$ cat src/hw/ahd_pkg.sv
// Constants, states and register map of the axis homing and drive block.
// Behaviour
// - Two-bit code picks one of four PWM chopper frequencies, rising with code.
// - Autoscale clear: user amplitude only; set: automatic current-led scaling.
// - Search mode 1 looks for the left stop switch only.
// - Modes 2 and 3 find right then left; mode 3 meets left from both sides.
// - Mode 4 finds the left stop switch approaching from both sides.
// - Mode 5 seeks home going negative, reversing at left; mode 6 mirrored.
// - Mode 7 seeks home positive, mode 8 negative, ignoring end switches.
// - Adding 128 to the mode inverts the home switch polarity.
// - Adding 64 to a stop-switch mode targets the right switch instead.
// - Coarse approach runs at a programmable 24-bit pulse-per-second speed.
// - After modes 2 or 3 the measured switch span reads as signed microsteps.
// - Position is captured into a read-only register just before zeroing.
// - Boost current drives ramps; zero means ramps use the run current.
// - Full steps per revolution is a 16-bit value defaulting to 200.
// - With zero standby current, option picks normal, freewheel, low or high.
// - A read-only 10-bit load measurement is provided for stall detection.
// - Error flags: value 1 marks stall, value 2 marks position deviation.
// - Error flags clear on a read of the error flag register or on any motion command.
package ahd_pkg;
  localparam int unsigned CLK_HZ = 200_000_000;
  localparam logic [7:0] IDX_PWM_FREQ   = 8'h00BF;
  localparam logic [7:0] IDX_AUTOSCALE  = 8'h00C0;
  localparam logic [7:0] IDX_MODE       = 8'h00C1;
  localparam logic [7:0] IDX_COARSE     = 8'h00C2;
  localparam logic [7:0] IDX_FINE       = 8'h00C3;
  localparam logic [7:0] IDX_SPAN       = 8'h00C4;
  localparam logic [7:0] IDX_PREZERO    = 8'h00C5;
  localparam logic [7:0] IDX_BOOST      = 8'h00C8;
  localparam logic [7:0] IDX_FULLSTEPS  = 8'h00CA;
  localparam logic [7:0] IDX_STANDSTILL = 8'h00CC;
  localparam logic [7:0] IDX_LOAD       = 8'h00CE;
  localparam logic [7:0] IDX_FAULTS     = 8'h00CF;
  localparam logic [7:0] IDX_CONTROL    = 8'h00D0;
  localparam logic [7:0] IDX_STATUS     = 8'h00D1;
  localparam logic [7:0] IDX_POSITION   = 8'h00D2;
  localparam logic [15:0] FULLSTEPS_RST = 16'h00C8;
  localparam logic [7:0]  MODE_RST      = 8'h0001;
  localparam logic [23:0] COARSE_RST    = 24'h00_1000;
  localparam logic [23:0] FINE_RST      = 24'h00_0100;
  localparam logic [7:0]  RUN_CUR_RST   = 8'h0080;
  localparam logic [7:0]  STBY_CUR_RST  = 8'h0040;
  localparam int CTL_START  = 0;
  localparam int CTL_STOP   = 1;
  localparam int CTL_RUN_LO = 8;
  localparam int CTL_STB_LO = 16;
  localparam int MODE_INV_HOME = 7;
  localparam int MODE_RIGHT    = 6;
  localparam int FLT_STALL = 0;
  localparam int FLT_DEV   = 1;
  localparam longint unsigned F0_MHZ = 15_625_000;
  localparam longint unsigned F1_MHZ = 23_426_000;
  localparam longint unsigned F2_MHZ = 31_250_000;
  localparam longint unsigned F3_MHZ = 39_024_000;
  localparam longint unsigned CLK_MHZ = longint'(CLK_HZ) * 1000;
  localparam logic [13:0] PWM_P0 = 14'(CLK_MHZ / F0_MHZ);
  localparam logic [13:0] PWM_P1 = 14'(CLK_MHZ / F1_MHZ);
  localparam logic [13:0] PWM_P2 = 14'(CLK_MHZ / F2_MHZ);
  localparam logic [13:0] PWM_P3 = 14'(CLK_MHZ / F3_MHZ);
  typedef enum logic [2:0] {
    S_IDLE  = 3'b000,
    S_FIRST = 3'b001,
    S_SEEK  = 3'b010,
    S_LEAVE = 3'b011,
    S_FINE  = 3'b100,
    S_OVER  = 3'b101,
    S_BACK  = 3'b110
  } ahd_state_t;
endpackage : ahd_pkg

$ cat src/hw/ahd_step_if.sv
// Link between the search sequencer and the step rate generator.
`timescale 1ns/1ps
interface ahd_step_if;
  logic        run;
  logic [23:0] speed;
  logic        step;
  modport gen (input run, input speed, output step);
  modport ctl (output run, output speed, input step);
endinterface : ahd_step_if

$ cat src/hw/ahd_step_gen.sv
// Step pulse generator turning a pulse-per-second speed into step strobes.
`timescale 1ns/1ps
module ahd_step_gen (
  input  wire logic  i_clk_sys,
  input  wire logic  i_rst,
  ahd_step_if.gen    st
);
  localparam logic [31:0] LIMIT = 32'(ahd_pkg::CLK_HZ);
  logic [31:0] acc_reg;
  logic        step_reg;
  wire  [31:0] acc_sum  = acc_reg + {8'h00, st.speed};
  wire         wrap     = acc_sum >= LIMIT;
  wire  [31:0] acc_next = wrap ? acc_sum - LIMIT : acc_sum;

  // Phase accumulator yields exactly speed pulses per second.
  always_ff @(posedge i_clk_sys) begin
    if (i_rst || !st.run) begin
      acc_reg  <= 32'h0000_0000;
      step_reg <= 1'b0;
    end else begin
      acc_reg  <= acc_next;
      step_reg <= wrap;
    end
  end

  assign st.step = step_reg;
endmodule : ahd_step_gen

$ cat src/hw/ahd_axis.sv
// Axis homing search, drive parameters and Avalon-MM register slave.
`timescale 1ns/1ps
module ahd_axis (
  input  wire logic        i_clk_sys,
  input  wire logic        i_rst,
  input  wire logic [9:0]  i_avs_address,
  input  wire logic        i_avs_read,
  input  wire logic        i_avs_write,
  input  wire logic [31:0] i_avs_writedata,
  output logic [31:0]      o_avs_readdata,
  output logic             o_avs_waitrequest,
  input  wire logic        i_left_sw,
  input  wire logic        i_right_sw,
  input  wire logic        i_home_sw,
  input  wire logic [9:0]  i_load_value,
  input  wire logic        i_stall_evt,
  input  wire logic        i_deviation_evt,
  input  wire logic        i_ramp_active,
  output logic             o_step,
  output logic             o_dir,
  output logic             o_pwm_sync,
  output logic             o_pwm_autoscale,
  output logic [7:0]       o_coil_current,
  output logic [1:0]       o_coil_mode
);
  logic [1:0]  pwm_freq_reg;
  logic        autoscale_reg;
  logic [7:0]  mode_reg;
  logic [23:0] coarse_reg;
  logic [23:0] fine_reg;
  logic [31:0] span_reg;
  logic [31:0] prezero_reg;
  logic [7:0]  boost_reg;
  logic [15:0] fullsteps_reg;
  logic [1:0]  standstill_reg;
  logic [1:0]  fault_reg;
  logic [7:0]  run_cur_reg;
  logic [7:0]  stby_cur_reg;
  logic [31:0] pos_reg;
  logic [31:0] first_pos_reg;
  logic        done_reg;
  logic        dir_reg;
  logic        step_reg;
  logic        wait_reg;
  logic [31:0] rdata_reg;
  logic [13:0] pwm_cnt_reg;
  logic        pwm_sync_reg;
  logic        auto_out_reg;
  logic [7:0]  cur_out_reg;
  logic [1:0]  cmode_out_reg;
  ahd_pkg::ahd_state_t state_reg;
  ahd_pkg::ahd_state_t state_next;

  // Two-stage synchronisers for the switch, event and load pins; i_ramp_active is used unsynchronised.
  localparam int NSYNC = 15;
  logic [NSYNC-1:0] sync1_reg;
  logic [NSYNC-1:0] sync2_reg;
  wire  [NSYNC-1:0] pins = {i_load_value, i_deviation_evt, i_stall_evt,
                            i_home_sw, i_right_sw, i_left_sw};
  genvar g;
  generate
    for (g = 0; g < NSYNC; g++) begin : g_sync
      always_ff @(posedge i_clk_sys) begin
        if (i_rst) begin
          sync1_reg[g] <= 1'b0;
          sync2_reg[g] <= 1'b0;
        end else begin
          sync1_reg[g] <= pins[g];
          sync2_reg[g] <= sync1_reg[g];
        end
      end
    end
  endgenerate

  logic [1:0] evt_prev_reg;
  wire        left_sw  = sync2_reg[0];
  wire        right_sw = sync2_reg[1];
  wire        home_sw  = sync2_reg[2] ^ mode_reg[ahd_pkg::MODE_INV_HOME];
  wire  [1:0] evt_lvl  = sync2_reg[4:3];
  wire  [1:0] evt_rise = evt_lvl & ~evt_prev_reg;
  wire  [9:0] load_now = sync2_reg[14:5];

  // Bus decode; the address is the byte address, four times the index.
  wire       bus_req  = i_avs_read | i_avs_write;
  wire       bus_done = bus_req & ~wait_reg;
  wire       aligned  = i_avs_address[1:0] == 2'b00;
  wire [7:0] idx      = i_avs_address[9:2];
  wire       wr_en    = i_avs_write & bus_done & aligned;
  wire       rd_fault = i_avs_read & bus_done & aligned &
                        (idx == ahd_pkg::IDX_FAULTS);
  wire       wr_ctl   = wr_en & (idx == ahd_pkg::IDX_CONTROL);
  wire       cmd_start = wr_ctl & i_avs_writedata[ahd_pkg::CTL_START];
  wire       cmd_stop  = wr_ctl & i_avs_writedata[ahd_pkg::CTL_STOP];
  wire       motion_cmd = cmd_start | cmd_stop;

  // Mode decoding for the search sequencer.
  wire [3:0] base      = mode_reg[3:0];
  wire       home_mode = (base >= 4'd5) && (base <= 4'd8);
  wire       use_right = mode_reg[ahd_pkg::MODE_RIGHT] & ~home_mode;
  wire       two_sw    = (base == 4'd2) || (base == 4'd3);
  wire       both_side = (base == 4'd3) || (base == 4'd4);
  wire       target_sw = home_mode ? home_sw :
                         (use_right ? right_sw : left_sw);
  wire       home_pos  = (base == 4'd6) || (base == 4'd7);
  wire       seek_dir  = home_mode ? home_pos : use_right;

  ahd_step_if st ();
  ahd_step_gen u_step (
    .i_clk_sys (i_clk_sys),
    .i_rst     (i_rst),
    .st        (st)
  );

  wire busy      = state_reg != ahd_pkg::S_IDLE;
  wire fine_ph   = (state_reg == ahd_pkg::S_LEAVE) ||
                   (state_reg == ahd_pkg::S_FINE) ||
                   (state_reg == ahd_pkg::S_OVER) ||
                   (state_reg == ahd_pkg::S_BACK);
  assign st.run   = busy;
  assign st.speed = fine_ph ? fine_reg : coarse_reg;

  // Reversal for modes 5 and 6 on reaching the stop switch ahead.
  wire rev_hit = (base == 4'd5 && !dir_reg && left_sw) ||
                 (base == 4'd6 && dir_reg && right_sw);
  logic zero_now;
  logic dir_next;

  always_comb begin
    state_next = state_reg;
    dir_next   = dir_reg;
    zero_now   = 1'b0;
    case (state_reg)
      ahd_pkg::S_IDLE: begin
        if (cmd_start && base >= 4'd1 && base <= 4'd8) begin
          state_next = two_sw ? ahd_pkg::S_FIRST : ahd_pkg::S_SEEK;
          dir_next   = two_sw ? 1'b1 : seek_dir;
        end
      end
      ahd_pkg::S_FIRST: begin
        if (right_sw) begin
          state_next = ahd_pkg::S_SEEK;
          dir_next   = 1'b0;
        end
      end
      ahd_pkg::S_SEEK: begin
        if (target_sw) begin
          state_next = ahd_pkg::S_LEAVE;
          dir_next   = ~dir_reg;
        end else if (rev_hit) begin
          dir_next = ~dir_reg;
        end
      end
      ahd_pkg::S_LEAVE: begin
        if (!target_sw) begin
          state_next = ahd_pkg::S_FINE;
          dir_next   = ~dir_reg;
        end
      end
      ahd_pkg::S_FINE: begin
        if (target_sw) begin
          if (both_side) begin
            state_next = ahd_pkg::S_OVER;
          end else begin
            state_next = ahd_pkg::S_IDLE;
            zero_now   = 1'b1;
          end
        end
      end
      ahd_pkg::S_OVER: begin
        if (!target_sw) begin
          state_next = ahd_pkg::S_BACK;
          dir_next   = ~dir_reg;
        end
      end
      ahd_pkg::S_BACK: begin
        if (target_sw) begin
          state_next = ahd_pkg::S_IDLE;
          zero_now   = 1'b1;
        end
      end
      default: begin
        state_next = ahd_pkg::S_IDLE;
      end
    endcase
    if (cmd_stop) begin
      state_next = ahd_pkg::S_IDLE;
    end
  end

  wire [31:0] pos_step = dir_reg ? pos_reg + 32'h0000_0001 :
                                   pos_reg - 32'h0000_0001;

  always_ff @(posedge i_clk_sys) begin
    if (i_rst) begin
      state_reg     <= ahd_pkg::S_IDLE;
      dir_reg       <= 1'b0;
      pos_reg       <= 32'h0000_0000;
      first_pos_reg <= 32'h0000_0000;
      span_reg      <= 32'h0000_0000;
      prezero_reg   <= 32'h0000_0000;
      done_reg      <= 1'b0;
      step_reg      <= 1'b0;
    end else begin
      state_reg <= state_next;
      dir_reg   <= dir_next;
      step_reg  <= st.step & busy;
      if (zero_now) begin
        prezero_reg <= pos_reg;
        pos_reg     <= 32'h0000_0000;
        if (two_sw) begin
          span_reg <= first_pos_reg - pos_reg;
        end
      end else if (st.step && busy) begin
        pos_reg <= pos_step;
      end
      if (state_reg == ahd_pkg::S_FIRST && right_sw) begin
        first_pos_reg <= pos_reg;
      end
      if (zero_now) begin
        done_reg <= 1'b1;
      end else if (motion_cmd) begin
        done_reg <= 1'b0;
      end
    end
  end

  // Error flags: a new event wins over a clear in the same cycle.
  wire [1:0] fault_clr  = {2{rd_fault | motion_cmd}};
  wire [1:0] fault_next = (fault_reg & ~fault_clr) | evt_rise;

  always_ff @(posedge i_clk_sys) begin
    if (i_rst) begin
      fault_reg    <= 2'b00;
      evt_prev_reg <= 2'b00;
    end else begin
      fault_reg    <= fault_next;
      evt_prev_reg <= evt_lvl;
    end
  end

  // Writable parameter registers.
  always_ff @(posedge i_clk_sys) begin
    if (i_rst) begin
      pwm_freq_reg   <= 2'b00;
      autoscale_reg  <= 1'b0;
      mode_reg       <= ahd_pkg::MODE_RST;
      coarse_reg     <= ahd_pkg::COARSE_RST;
      fine_reg       <= ahd_pkg::FINE_RST;
      boost_reg      <= 8'h00;
      fullsteps_reg  <= ahd_pkg::FULLSTEPS_RST;
      standstill_reg <= 2'b00;
      run_cur_reg    <= ahd_pkg::RUN_CUR_RST;
      stby_cur_reg   <= ahd_pkg::STBY_CUR_RST;
    end else if (wr_en) begin
      case (idx)
        ahd_pkg::IDX_PWM_FREQ:   pwm_freq_reg   <= i_avs_writedata[1:0];
        ahd_pkg::IDX_AUTOSCALE:  autoscale_reg  <= i_avs_writedata[0];
        ahd_pkg::IDX_MODE:       mode_reg       <= i_avs_writedata[7:0];
        ahd_pkg::IDX_COARSE:     coarse_reg     <= i_avs_writedata[23:0];
        ahd_pkg::IDX_FINE:       fine_reg       <= i_avs_writedata[23:0];
        ahd_pkg::IDX_BOOST:      boost_reg      <= i_avs_writedata[7:0];
        ahd_pkg::IDX_FULLSTEPS:  fullsteps_reg  <= i_avs_writedata[15:0];
        ahd_pkg::IDX_STANDSTILL: standstill_reg <= i_avs_writedata[1:0];
        ahd_pkg::IDX_CONTROL: begin
          run_cur_reg  <= i_avs_writedata[ahd_pkg::CTL_RUN_LO +: 8];
          stby_cur_reg <= i_avs_writedata[ahd_pkg::CTL_STB_LO +: 8];
        end
        default: begin
        end
      endcase
    end
  end

  // Read multiplexer; unmapped or misaligned addresses read as zero.
  logic [31:0] rd_mux;
  always_comb begin
    rd_mux = 32'h0000_0000;
    if (aligned) begin
      case (idx)
        ahd_pkg::IDX_PWM_FREQ:   rd_mux = {30'h0, pwm_freq_reg};
        ahd_pkg::IDX_AUTOSCALE:  rd_mux = {31'h0, autoscale_reg};
        ahd_pkg::IDX_MODE:       rd_mux = {24'h0, mode_reg};
        ahd_pkg::IDX_COARSE:     rd_mux = {8'h00, coarse_reg};
        ahd_pkg::IDX_FINE:       rd_mux = {8'h00, fine_reg};
        ahd_pkg::IDX_SPAN:       rd_mux = span_reg;
        ahd_pkg::IDX_PREZERO:    rd_mux = prezero_reg;
        ahd_pkg::IDX_BOOST:      rd_mux = {24'h0, boost_reg};
        ahd_pkg::IDX_FULLSTEPS:  rd_mux = {16'h0, fullsteps_reg};
        ahd_pkg::IDX_STANDSTILL: rd_mux = {30'h0, standstill_reg};
        ahd_pkg::IDX_LOAD:       rd_mux = {22'h0, load_now};
        ahd_pkg::IDX_FAULTS:     rd_mux = {30'h0, fault_reg};
        ahd_pkg::IDX_CONTROL:    rd_mux = {8'h00, stby_cur_reg,
                                           run_cur_reg, 8'h00};
        ahd_pkg::IDX_STATUS:     rd_mux = {29'h0, dir_reg, done_reg, busy};
        ahd_pkg::IDX_POSITION:   rd_mux = pos_reg;
        default:                 rd_mux = 32'h0000_0000;
      endcase
    end
  end

  // One wait cycle per access: waitrequest drops the cycle after a request.
  always_ff @(posedge i_clk_sys) begin
    if (i_rst) begin
      wait_reg  <= 1'b1;
      rdata_reg <= 32'h0000_0000;
    end else begin
      wait_reg <= ~(bus_req & wait_reg);
      if (i_avs_read && wait_reg) begin
        rdata_reg <= rd_mux;
      end
    end
  end

  // Chopper carrier period from the frequency selector.
  wire [13:0] pwm_period = (pwm_freq_reg == 2'd0) ? ahd_pkg::PWM_P0 :
                           (pwm_freq_reg == 2'd1) ? ahd_pkg::PWM_P1 :
                           (pwm_freq_reg == 2'd2) ? ahd_pkg::PWM_P2 :
                                                    ahd_pkg::PWM_P3;
  wire        pwm_wrap   = pwm_cnt_reg >= pwm_period - 14'd1;

  // Coil current and standstill treatment.
  wire [7:0] ramp_cur  = (boost_reg == 8'h00) ? run_cur_reg :
                                                 boost_reg;
  wire       standing  = ~busy & ~i_ramp_active;
  wire [7:0] cur_sel   = i_ramp_active ? ramp_cur :
                         (standing ? stby_cur_reg : run_cur_reg);
  wire [1:0] cmode_sel = (standing && stby_cur_reg == 8'h00) ?
                         standstill_reg : 2'b00;

  always_ff @(posedge i_clk_sys) begin
    if (i_rst) begin
      pwm_cnt_reg   <= 14'h0000;
      pwm_sync_reg  <= 1'b0;
      auto_out_reg  <= 1'b0;
      cur_out_reg   <= 8'h00;
      cmode_out_reg <= 2'b00;
    end else begin
      pwm_cnt_reg   <= pwm_wrap ? 14'h0000 : pwm_cnt_reg + 14'd1;
      pwm_sync_reg  <= pwm_wrap;
      auto_out_reg  <= autoscale_reg;
      cur_out_reg   <= cur_sel;
      cmode_out_reg <= cmode_sel;
    end
  end

  assign o_avs_readdata    = rdata_reg;
  assign o_avs_waitrequest = wait_reg;
  assign o_step            = step_reg;
  assign o_dir             = dir_reg;
  assign o_pwm_sync        = pwm_sync_reg;
  assign o_pwm_autoscale   = auto_out_reg;
  assign o_coil_current    = cur_out_reg;
  assign o_coil_mode       = cmode_out_reg;
endmodule : ahd_axis

$ cat config.mk
export PLATFORM = sky130hd
export DESIGN_NAME = ahd_axis
export DESIGN_NICKNAME = d
export VERILOG_FILES = /design/src/hw/ahd_pkg.sv /design/src/hw/ahd_step_if.sv /design/src/hw/ahd_step_gen.sv /design/src/hw/ahd_axis.sv
export SDC_FILE = /design/constraint.sdc
export NUM_CORES = 1
export LEC_CHECK = 0
export BUFFER_PORTS_ARGS = -buffer_cell sky130_fd_sc_hd__buf_4
export CAP_MARGIN = 20
export CORE_MARGIN = 2
export CORE_UTILIZATION = 45
export DETAILED_ROUTE_END_ITERATION = 10
export HOLD_SLACK_MARGIN = 0.06
export PLACE_DENSITY = 0.6
export SLEW_MARGIN = 15
export SYNTH_ARGS = -nofsm -noshare
export SYNTH_HDL_FRONTEND = slang
export SYNTH_SLANG_ARGS = --single-unit
$ cat constraint.sdc
create_clock -name i_clk_sys -period 12.7 [get_ports i_clk_sys]
set_input_delay 0 -clock i_clk_sys [delete_from_list [all_inputs] [get_ports i_clk_sys]]
set_output_delay 0 -clock i_clk_sys [all_outputs]
set_load 0.05 [all_outputs]
==> results of run 1 <==
## cell usage after synthesis (41+ instances only)
cell type,count
sky130_fd_sc_hd__o21ai_0,65
sky130_fd_sc_hd__inv_1,78
sky130_fd_sc_hd__nor2b_1,46
sky130_fd_sc_hd__a21o_1,44
sky130_fd_sc_hd__a21oi_1,324
sky130_fd_sc_hd__nand3_1,77
sky130_fd_sc_hd__nor3_1,41
sky130_fd_sc_hd__ha_1,101
sky130_fd_sc_hd__dfxtp_1,361
sky130_fd_sc_hd__nand2_1,475
sky130_fd_sc_hd__xnor2_1,67
sky130_fd_sc_hd__clkbuf_1,120
sky130_fd_sc_hd__nor2_1,202
## routing by layer
layer,part of all wire [%],GRT usage [%],vias to the layer above
met5,0,0,-
met4,3.4,10.6,0
met3,6.8,3.47,103
met2,45,42.2,686
met1,45,36.5,8860
li1,-,-,9042
## worst max-delay path, stage by stage (launching register included)
cell	delay, ns
sky130_fd_sc_hd__dfxtp_1	0.63
sky130_fd_sc_hd__nand2_1	0.20
sky130_fd_sc_hd__xnor2_2	0.15
sky130_fd_sc_hd__buf_4	0.36
sky130_fd_sc_hd__mux2_2	0.24
sky130_fd_sc_hd__ha_1	0.19
sky130_fd_sc_hd__inv_1	0.06
sky130_fd_sc_hd__fa_1	0.40
sky130_fd_sc_hd__nand2b_1	0.18
sky130_fd_sc_hd__a21oi_1	0.21
sky130_fd_sc_hd__o211a_2	0.33
sky130_fd_sc_hd__o21a_4	0.20
sky130_fd_sc_hd__a2111oi_2	0.10
sky130_fd_sc_hd__nor3_2	0.47
sky130_fd_sc_hd__or3b_2	0.54
sky130_fd_sc_hd__a221oi_2	0.84
sky130_fd_sc_hd__nor2_4	0.23
sky130_fd_sc_hd__or4_1	0.53
sky130_fd_sc_hd__nand2_1	0.08
## worst paths after layout
kind               startpoint                 end  cells past startpoint
min reg2reg      sync1_reg[5]         load_now[0]                      1
max reg2reg      state_reg[1]  u_step.acc_reg[16]                     18
min          i_avs_address[0]        fault_reg[0]                      6
max              state_reg[1]  u_step.acc_reg[16]                     18
## cell type report
class	instances	area, um2
repair buffers	198	1680
fillers	3998	20000
inverters	78	293
well taps	585	732
flip-flops and latches	361	7230
clock inverters	12	140
clock buffers	67	1340
multi-input cells	1914	11500
## metrics by stage
step | utilization, % | instances | cell area [um2] | hold slack [ns] | power (uW)
4_1_cts | 53.4 | 3214 | 22900 | 0.0660 | 2590
2_1_floorplan | - | 2486 | 19400 | 0.116 | 1240
3_3_place_gp | 48.3 | 3064 | 20700 | 0.220 | 1290
6_report | 53.4 | 3215 | 22900 | 0.0861 | 2570
3_5_place_dp | 48.3 | 3065 | 20700 | 0.215 | 1300
5_1_grt | 53.4 | 3215 | 22900 | 0.0966 | 2650
## logic make-up after synthesis
| group | after synthesis | share of synthesized area, % |
|---|---|---|
| flip-flops | 361 | 37.2 |
| AO/OA/AOI/OAI | 691 | 22.7 |
| AND/OR/NAND/NOR | 986 | 22.8 |
| adder cells (fa/ha/maj) | 104 | 6.81 |
| XOR/XNOR | 94 | 4.24 |
| buffers and inverters | 211 | 4.15 |
| multiplexers | 39 | 2.17 |
## power breakdown
group	internal, uW	switching [uW]
Clock	768	513
Combinational	51.4	89.5
Sequential	1140	7.48
Total	1960	610
==> results.txt, run 1 <==
----------------------------------------------------
[Timing]
  Maximum operating frequency ... 166 MHz
  RSZ-0062 raised after global routing ... no
  Fin. max-slew vios ... 0
  Number of setup violations in the final report ... 0
  Min Clock Period, post-route ... 6.02 ns
  Final worst-path setup slack ... 6.68 ns
  Worst-case headroom to the max-slew limit ... 30.3%
  Actual slew at the worst max-slew pin ... 1.04 ns
  Summed negative setup slack over all endpoints ... 0 ns
  Maximum clock skew at final layout ... 0.0352 ns
  Final hold violations ... 0
  Period utilization ... 47.4%

[Yosys]
  EDFF count, synth ... 0
  Number of storage elements in the synthesis netlist ... 361
  Most used DFF post-synth ... sky130_fd_sc_hd__dfxtp_1
  Synthesized Nets ... 2,652
  Cell area after synthesis ... 19,400 um2
  Cells after Synth ... 2,486
  Syn_area_per_cell ... 7.82 um2
  Portion of synthesized cell area occupied by the leading cell type ... 37.2%
  Number of distinct library cell variants in the gate-level netlist after synthesis ... 80
  Post-synthesis cell type with the largest combined area ... sky130_fd_sc_hd__dfxtp_1
  Ranking of synthesized cells by area ... sky130_fd_sc_hd__dfxtp_1 (37%), sky130_fd_sc_hd__nand2_1 (9.2%), sky130_fd_sc_hd__a21oi_1 (8.3%)
  Async SR Flop Fraction ... 0%
  Seq/Total Area, Yosys ... 37.2%
  YS warnings ... 0

[GRT]
  Via count of the first global-routing pass ... 17.3k
  Wire length of the first global-routing pass ... 94.3 mm
  Overflow left after global routing ... 0
  Pin count of the biggest net entering global routing ... 188
  Aggregate global-route resource usage ... 26.6%
  Number of antenna violations at the first check in global routing ... 2

[Place]
  Setup Slack @ Placement ... 6.75 ns
  Buffers added on ports ... 100
  Hpwl dp ... 41.3 mm
  GP Congestion ... 0.937

[CTS]
  Clock-pin slew on the worst setup and hold paths ... 0.06 ns
  # hold bufs at CTS ... 70
  TritonCTS clock tree ... yes
  Clock sink count ... 361
  Later-pin clock latency in the skew report ... 0.59 ns
  Count of buffers added by post-CTS timing repair for setup ... 0
  H-tree level count ... 2
  Clock tree root buffer cell ... sky130_fd_sc_hd__clkbuf_16
  Buffers from clock root to sink, at most ... 3
  Post_cts resized ... 0
  Number of buffers inserted during clock tree synthesis ... 43

[Die]
  Initial Util ... 45.3%
  Die extent in x ... 212 um
  Row count ... 76
  Die height ... 212 um
  Die area ... 44,900 um2
  I/O pin count ... 109
  CORE AREA ... 42,900 um2

[Pwr]
  Power Density ... 112 nW/um2
  Largest vdd supply drop ... 0.0870 mV
  Leakage ... 0.00874 uW

[Worst setup path]
  Setup slack on the worst flop-to-flop path ... 6.68 ns
  Data arrival time at the worst-slack endpoint ... 6.55 ns
  Kind of start point of the critical path ... flip-flop
  Required time of the critical path ... 13.23 ns
  Largest driver fanout on the critical path ... 24
  Type of the setup path with the least slack ... reg2reg
  Endpoint class of the critical path ... flip-flop

[Worst hold path]
  HP Class ... in2reg

[Finish]
  Leading cell type in the layout, fill and taps excluded ... sky130_fd_sc_hd__nand2_1
  Nets@finish ... 2,762
  Fraction of final layout cells with drive strength greater than 1 ... 10.0%
  Number of antenna cells inserted ... 0
  Layout-stage area growth over the synthesis result ... 17.8%
  Highest-count cells in the layout ignoring fill and taps ... sky130_fd_sc_hd__nand2_1 (475), sky130_fd_sc_hd__dfxtp_1 (361), sky130_fd_sc_hd__a21oi_1 (324)

[Status]
  Result of the run ... completed

[Detailed routing]
  Drt wl/cell ... 18.7 um
  Iteration-0 DRC count of the detailed router ... 1,881
  First-pass detailed-route iteration total ... 9
  Drt drc ... 0
  Count of antenna-violating nets left after detailed routing ... 0
  Total wire length ... 60.2 mm
  Routed vias/inst ... 5.81
  Routed vias ... 18.7k

[Job]
  # Max-Cap Violations ... 0

----------------------------------------------------
No activity file was read; power rests on OpenSTA's default activity.
==> run 2, diff against run 1 <==
--- a/config.mk
+++ b/config.mk
@@ -11,7 +11,7 @@
 export CORE_UTILIZATION = 45
 export DETAILED_ROUTE_END_ITERATION = 10
 export HOLD_SLACK_MARGIN = 0.06
-export PLACE_DENSITY = 0.6
+export PLACE_DENSITY = 0.62
 export SLEW_MARGIN = 15
 export SYNTH_ARGS = -nofsm -noshare
 export SYNTH_HDL_FRONTEND = slang
==> constraint.sdc (replaced) <==
create_clock -name i_clk_sys -period 4.95 [get_ports i_clk_sys]
set_input_delay 0 -clock i_clk_sys [delete_from_list [all_inputs] [get_ports i_clk_sys]]
set_output_delay 0 -clock i_clk_sys [all_outputs]
set_load 0.05 [all_outputs]
==> results.txt, run 2 (same netlist as run 1, synthesis figures left out) <==
----------------------------------------------------
[Status]
  Result of the run ... completed

[Die]
  Die extent in x ... 212 um (unchanged)
  Die area ... 44,900 um2 (unchanged)
  Row count ... 76 (unchanged)
  Initial Util ... 45.3% (unchanged)
  Die height ... 212 um (unchanged)
  CORE AREA ... 42,900 um2 (unchanged)
  I/O pin count ... 109 (unchanged)

[Timing]
  Maximum operating frequency ... 212 MHz (+28%)
  Period utilization ... 95.3% (+48 points)
  Final hold violations ... 0 (unchanged)
  Worst-case headroom to the max-slew limit ... 23.6% (-6.8 points)
  Final worst-path setup slack ... 0.232 ns (-6.45 ns)
  Number of setup violations in the final report ... 0 (unchanged)
  Fin. max-slew vios ... 0 (unchanged)
  Min Clock Period, post-route ... 4.72 ns (-1.30 ns)
  Worst hold margin ... 0.151 ns (+0.0647 ns)
  Actual slew at the worst max-slew pin ... 1.14 ns (+0.101 ns)
  Maximum clock skew at final layout ... 0.0190 ns (-0.0162 ns)

[Pwr]
  Leakage ... 0.00906 uW (+3.8%)
  Power Density ... 280 nW/um2 (+150%)
  Tot Pwr ... 6550 uW (+150%)
  Largest vdd supply drop ... 0.231 mV (+170%)

[Finish]
  Nets@finish ... 2,820 (+2.1%)
  Filler instances ... 4,025 (+0.68%)
  Leading cell type in the layout, fill and taps excluded ... sky130_fd_sc_hd__nand2_1
  Number of non-filler instances in the completed layout ... 3,271 (+1.7%)
  Highest-count cells in the layout ignoring fill and taps ... sky130_fd_sc_hd__nand2_1 (475), sky130_fd_sc_hd__dfxtp_1 (361), sky130_fd_sc_hd__a21oi_1 (324)
  Final design utilization ... 54.4% (+1.0 points)
  Layout-stage area growth over the synthesis result ... 20.1%
  Sequential cell area in the final layout ... 7230 um2 (unchanged)
  Area taken by multi-input logic gates ... 11,500 um2 (+0.34%)
  Fraction of final layout cells with drive strength greater than 1 ... 12.3% (+2.3 points)

[Worst setup path]
  Type of the setup path with the least slack ... reg2reg
  Endpoint class of the critical path ... flip-flop
  Kind of start point of the critical path ... flip-flop
  Largest driver fanout on the critical path ... 12 (-50%)
  CP max stage delay ... 0.51 ns (-0.33 ns)
  Library cell contributing the largest single delay on the critical path ... sky130_fd_sc_hd__or3b_2
  Cell with the most instances on the worst path ... sky130_fd_sc_hd__nand2_1
  Crit-path cells ... nand2_1 > xnor2_2 > buf_12 > mux2_2 > ha_1 > inv_1 > fa_1 > nand2b_1 > a21oi_1 > o211a_4 > o21a_4 > a2111oi_4 > nor3_2 > or3b_2 > a221oi_2 > buf_4 > nor2_4 > or4_1 > nand2_1
  Data arrival time at the worst-slack endpoint ... 5.23 ns (-1.32 ns)
  Required time of the critical path ... 5.47 ns (-7.76 ns)

[CTS]
  Later-pin clock latency in the skew report ... 0.58 ns (about the same)
  TritonCTS clock tree ... yes
  Count of buffers added by post-CTS timing repair for setup ... 0 (unchanged)
  Buffers from clock root to sink, at most ... 3 (unchanged)
  H-tree level count ... 2 (unchanged)
  Number of buffers inserted during clock tree synthesis ... 42 (-2.3%)
  Clock sink count ... 361 (unchanged)
  Clock tree root buffer cell ... sky130_fd_sc_hd__clkbuf_16
  Clock-pin slew on the worst setup and hold paths ... 0.06 ns (about the same)

[GRT]
  Met2 track demand over resource in global routing ... 44.3% (+2.0 points)
  Via count of the first global-routing pass ... 17.8k (+2.7%)
  Overflow left after global routing ... 0 (unchanged)
  Pin count of the biggest net entering global routing ... 100 (-47%)
  Most used routing layer in global routing ... met2
  Met1 usage ... 36.5% (about the same)
  Wire length of the first global-routing pass ... 96.8 mm (+2.7%)
  GR Layer Usage met3 ... 5.04% (+1.6 points)
  Aggregate global-route resource usage ... 27.3% (+0.68 points)
  Number of antenna violations at the first check in global routing ... 1 (-1)

[Place]
  GP Congestion ... 0.939 (+0.17%)
  Inst Count DP ... 3,130 (+2.1%)
  Buffers added on ports ... 100 (unchanged)
  Setup Slack @ Placement ... 0.205 ns (-6.54 ns)
  Hpwl dp ... 43.2 mm (+4.7%)

[Job]
  # Max-Cap Violations ... 0 (unchanged)

[Detailed routing]
  Routed vias/inst ... 5.72 (-1.5%)
  Drt drc ... 0 (unchanged)
  Total wire length ... 61.5 mm (+2.1%)
  Drt wl/cell ... 18.8 um (+0.34%)
  Iteration-0 DRC count of the detailed router ... 1,823 (-3.1%)
  Count of antenna-violating nets left after detailed routing ... 0 (unchanged)
  Routed vias ... 18.7k (+0.19%)
  First-pass detailed-route iteration total ... 9 (unchanged)

[Worst hold path]
  HP Class ... in2reg

----------------------------------------------------
run 2: critical path, delay by kind of cell (launching register included):
kind	cells	cell delay [ns]
AO/OA/AOI/OAI	5	1.15
flip-flops	1	0.33
AND/OR/NAND/NOR	7	1.72
multiplexers	1	0.22
XOR/XNOR	1	0.16
buffers and inverters	3	0.46
adder cells (fa/ha/maj)	2	0.59
run 2: worst paths after layout:
check / from / to / slack (ns) / cells after the start
setup / recovery: state_reg[0] / u_step.acc_reg[15] / 0.23 / 19
hold / removal: i_avs_address[9] / pwm_freq_reg[1] / 0.15 / 6
hold reg to reg: sync1_reg[12] / load_now[7] / 0.44 / 1
setup reg to reg: state_reg[0] / u_step.acc_reg[15] / 0.23 / 19
run 2: timing repair:
action,4_1_cts,5_1_grt
resized for setup,0,8
hold buffers,65,0
endpoints found under the setup margin,0,13
endpoints found under the hold margin,177,0
run 2: layout make-up:
class,instances,share of cell area (%)
sequential,361,31.0
clock buffer,59,5.25
inverter,78,1.25
timing repair buffer,257,9.13
antenna,1,0.0107
clock inverter,16,0.900
tap,585,3.14
multi-input combinational,1914,49.4
run 2: report_power, final:
part / leakage, uW / internal [uW] / switching [uW] / total (uW)
combinational: 0.00545 / 140 / 241 / 380
sequential: 0.00292 / 2930 / 10.6 / 2940
clock: 0.000702 / 1940 / 1290 / 3230
run 2: per-stage QoR:
stage | area (um2) | setup TNS (ns)
after floorplan | 19400 | 0
after global placement | 21200 | 0
after detailed placement | 21200 | 0
after CTS | 23300 | 0
after global routing | 23300 | -0.000979
final | 23300 | 0
run 2: layer usage:
layer	part of all wire, %	up-vias
li1	-	9145
met1	45	8862
met2	45	626
met3	6.8	93
met4	2.7	0
met5	0	-
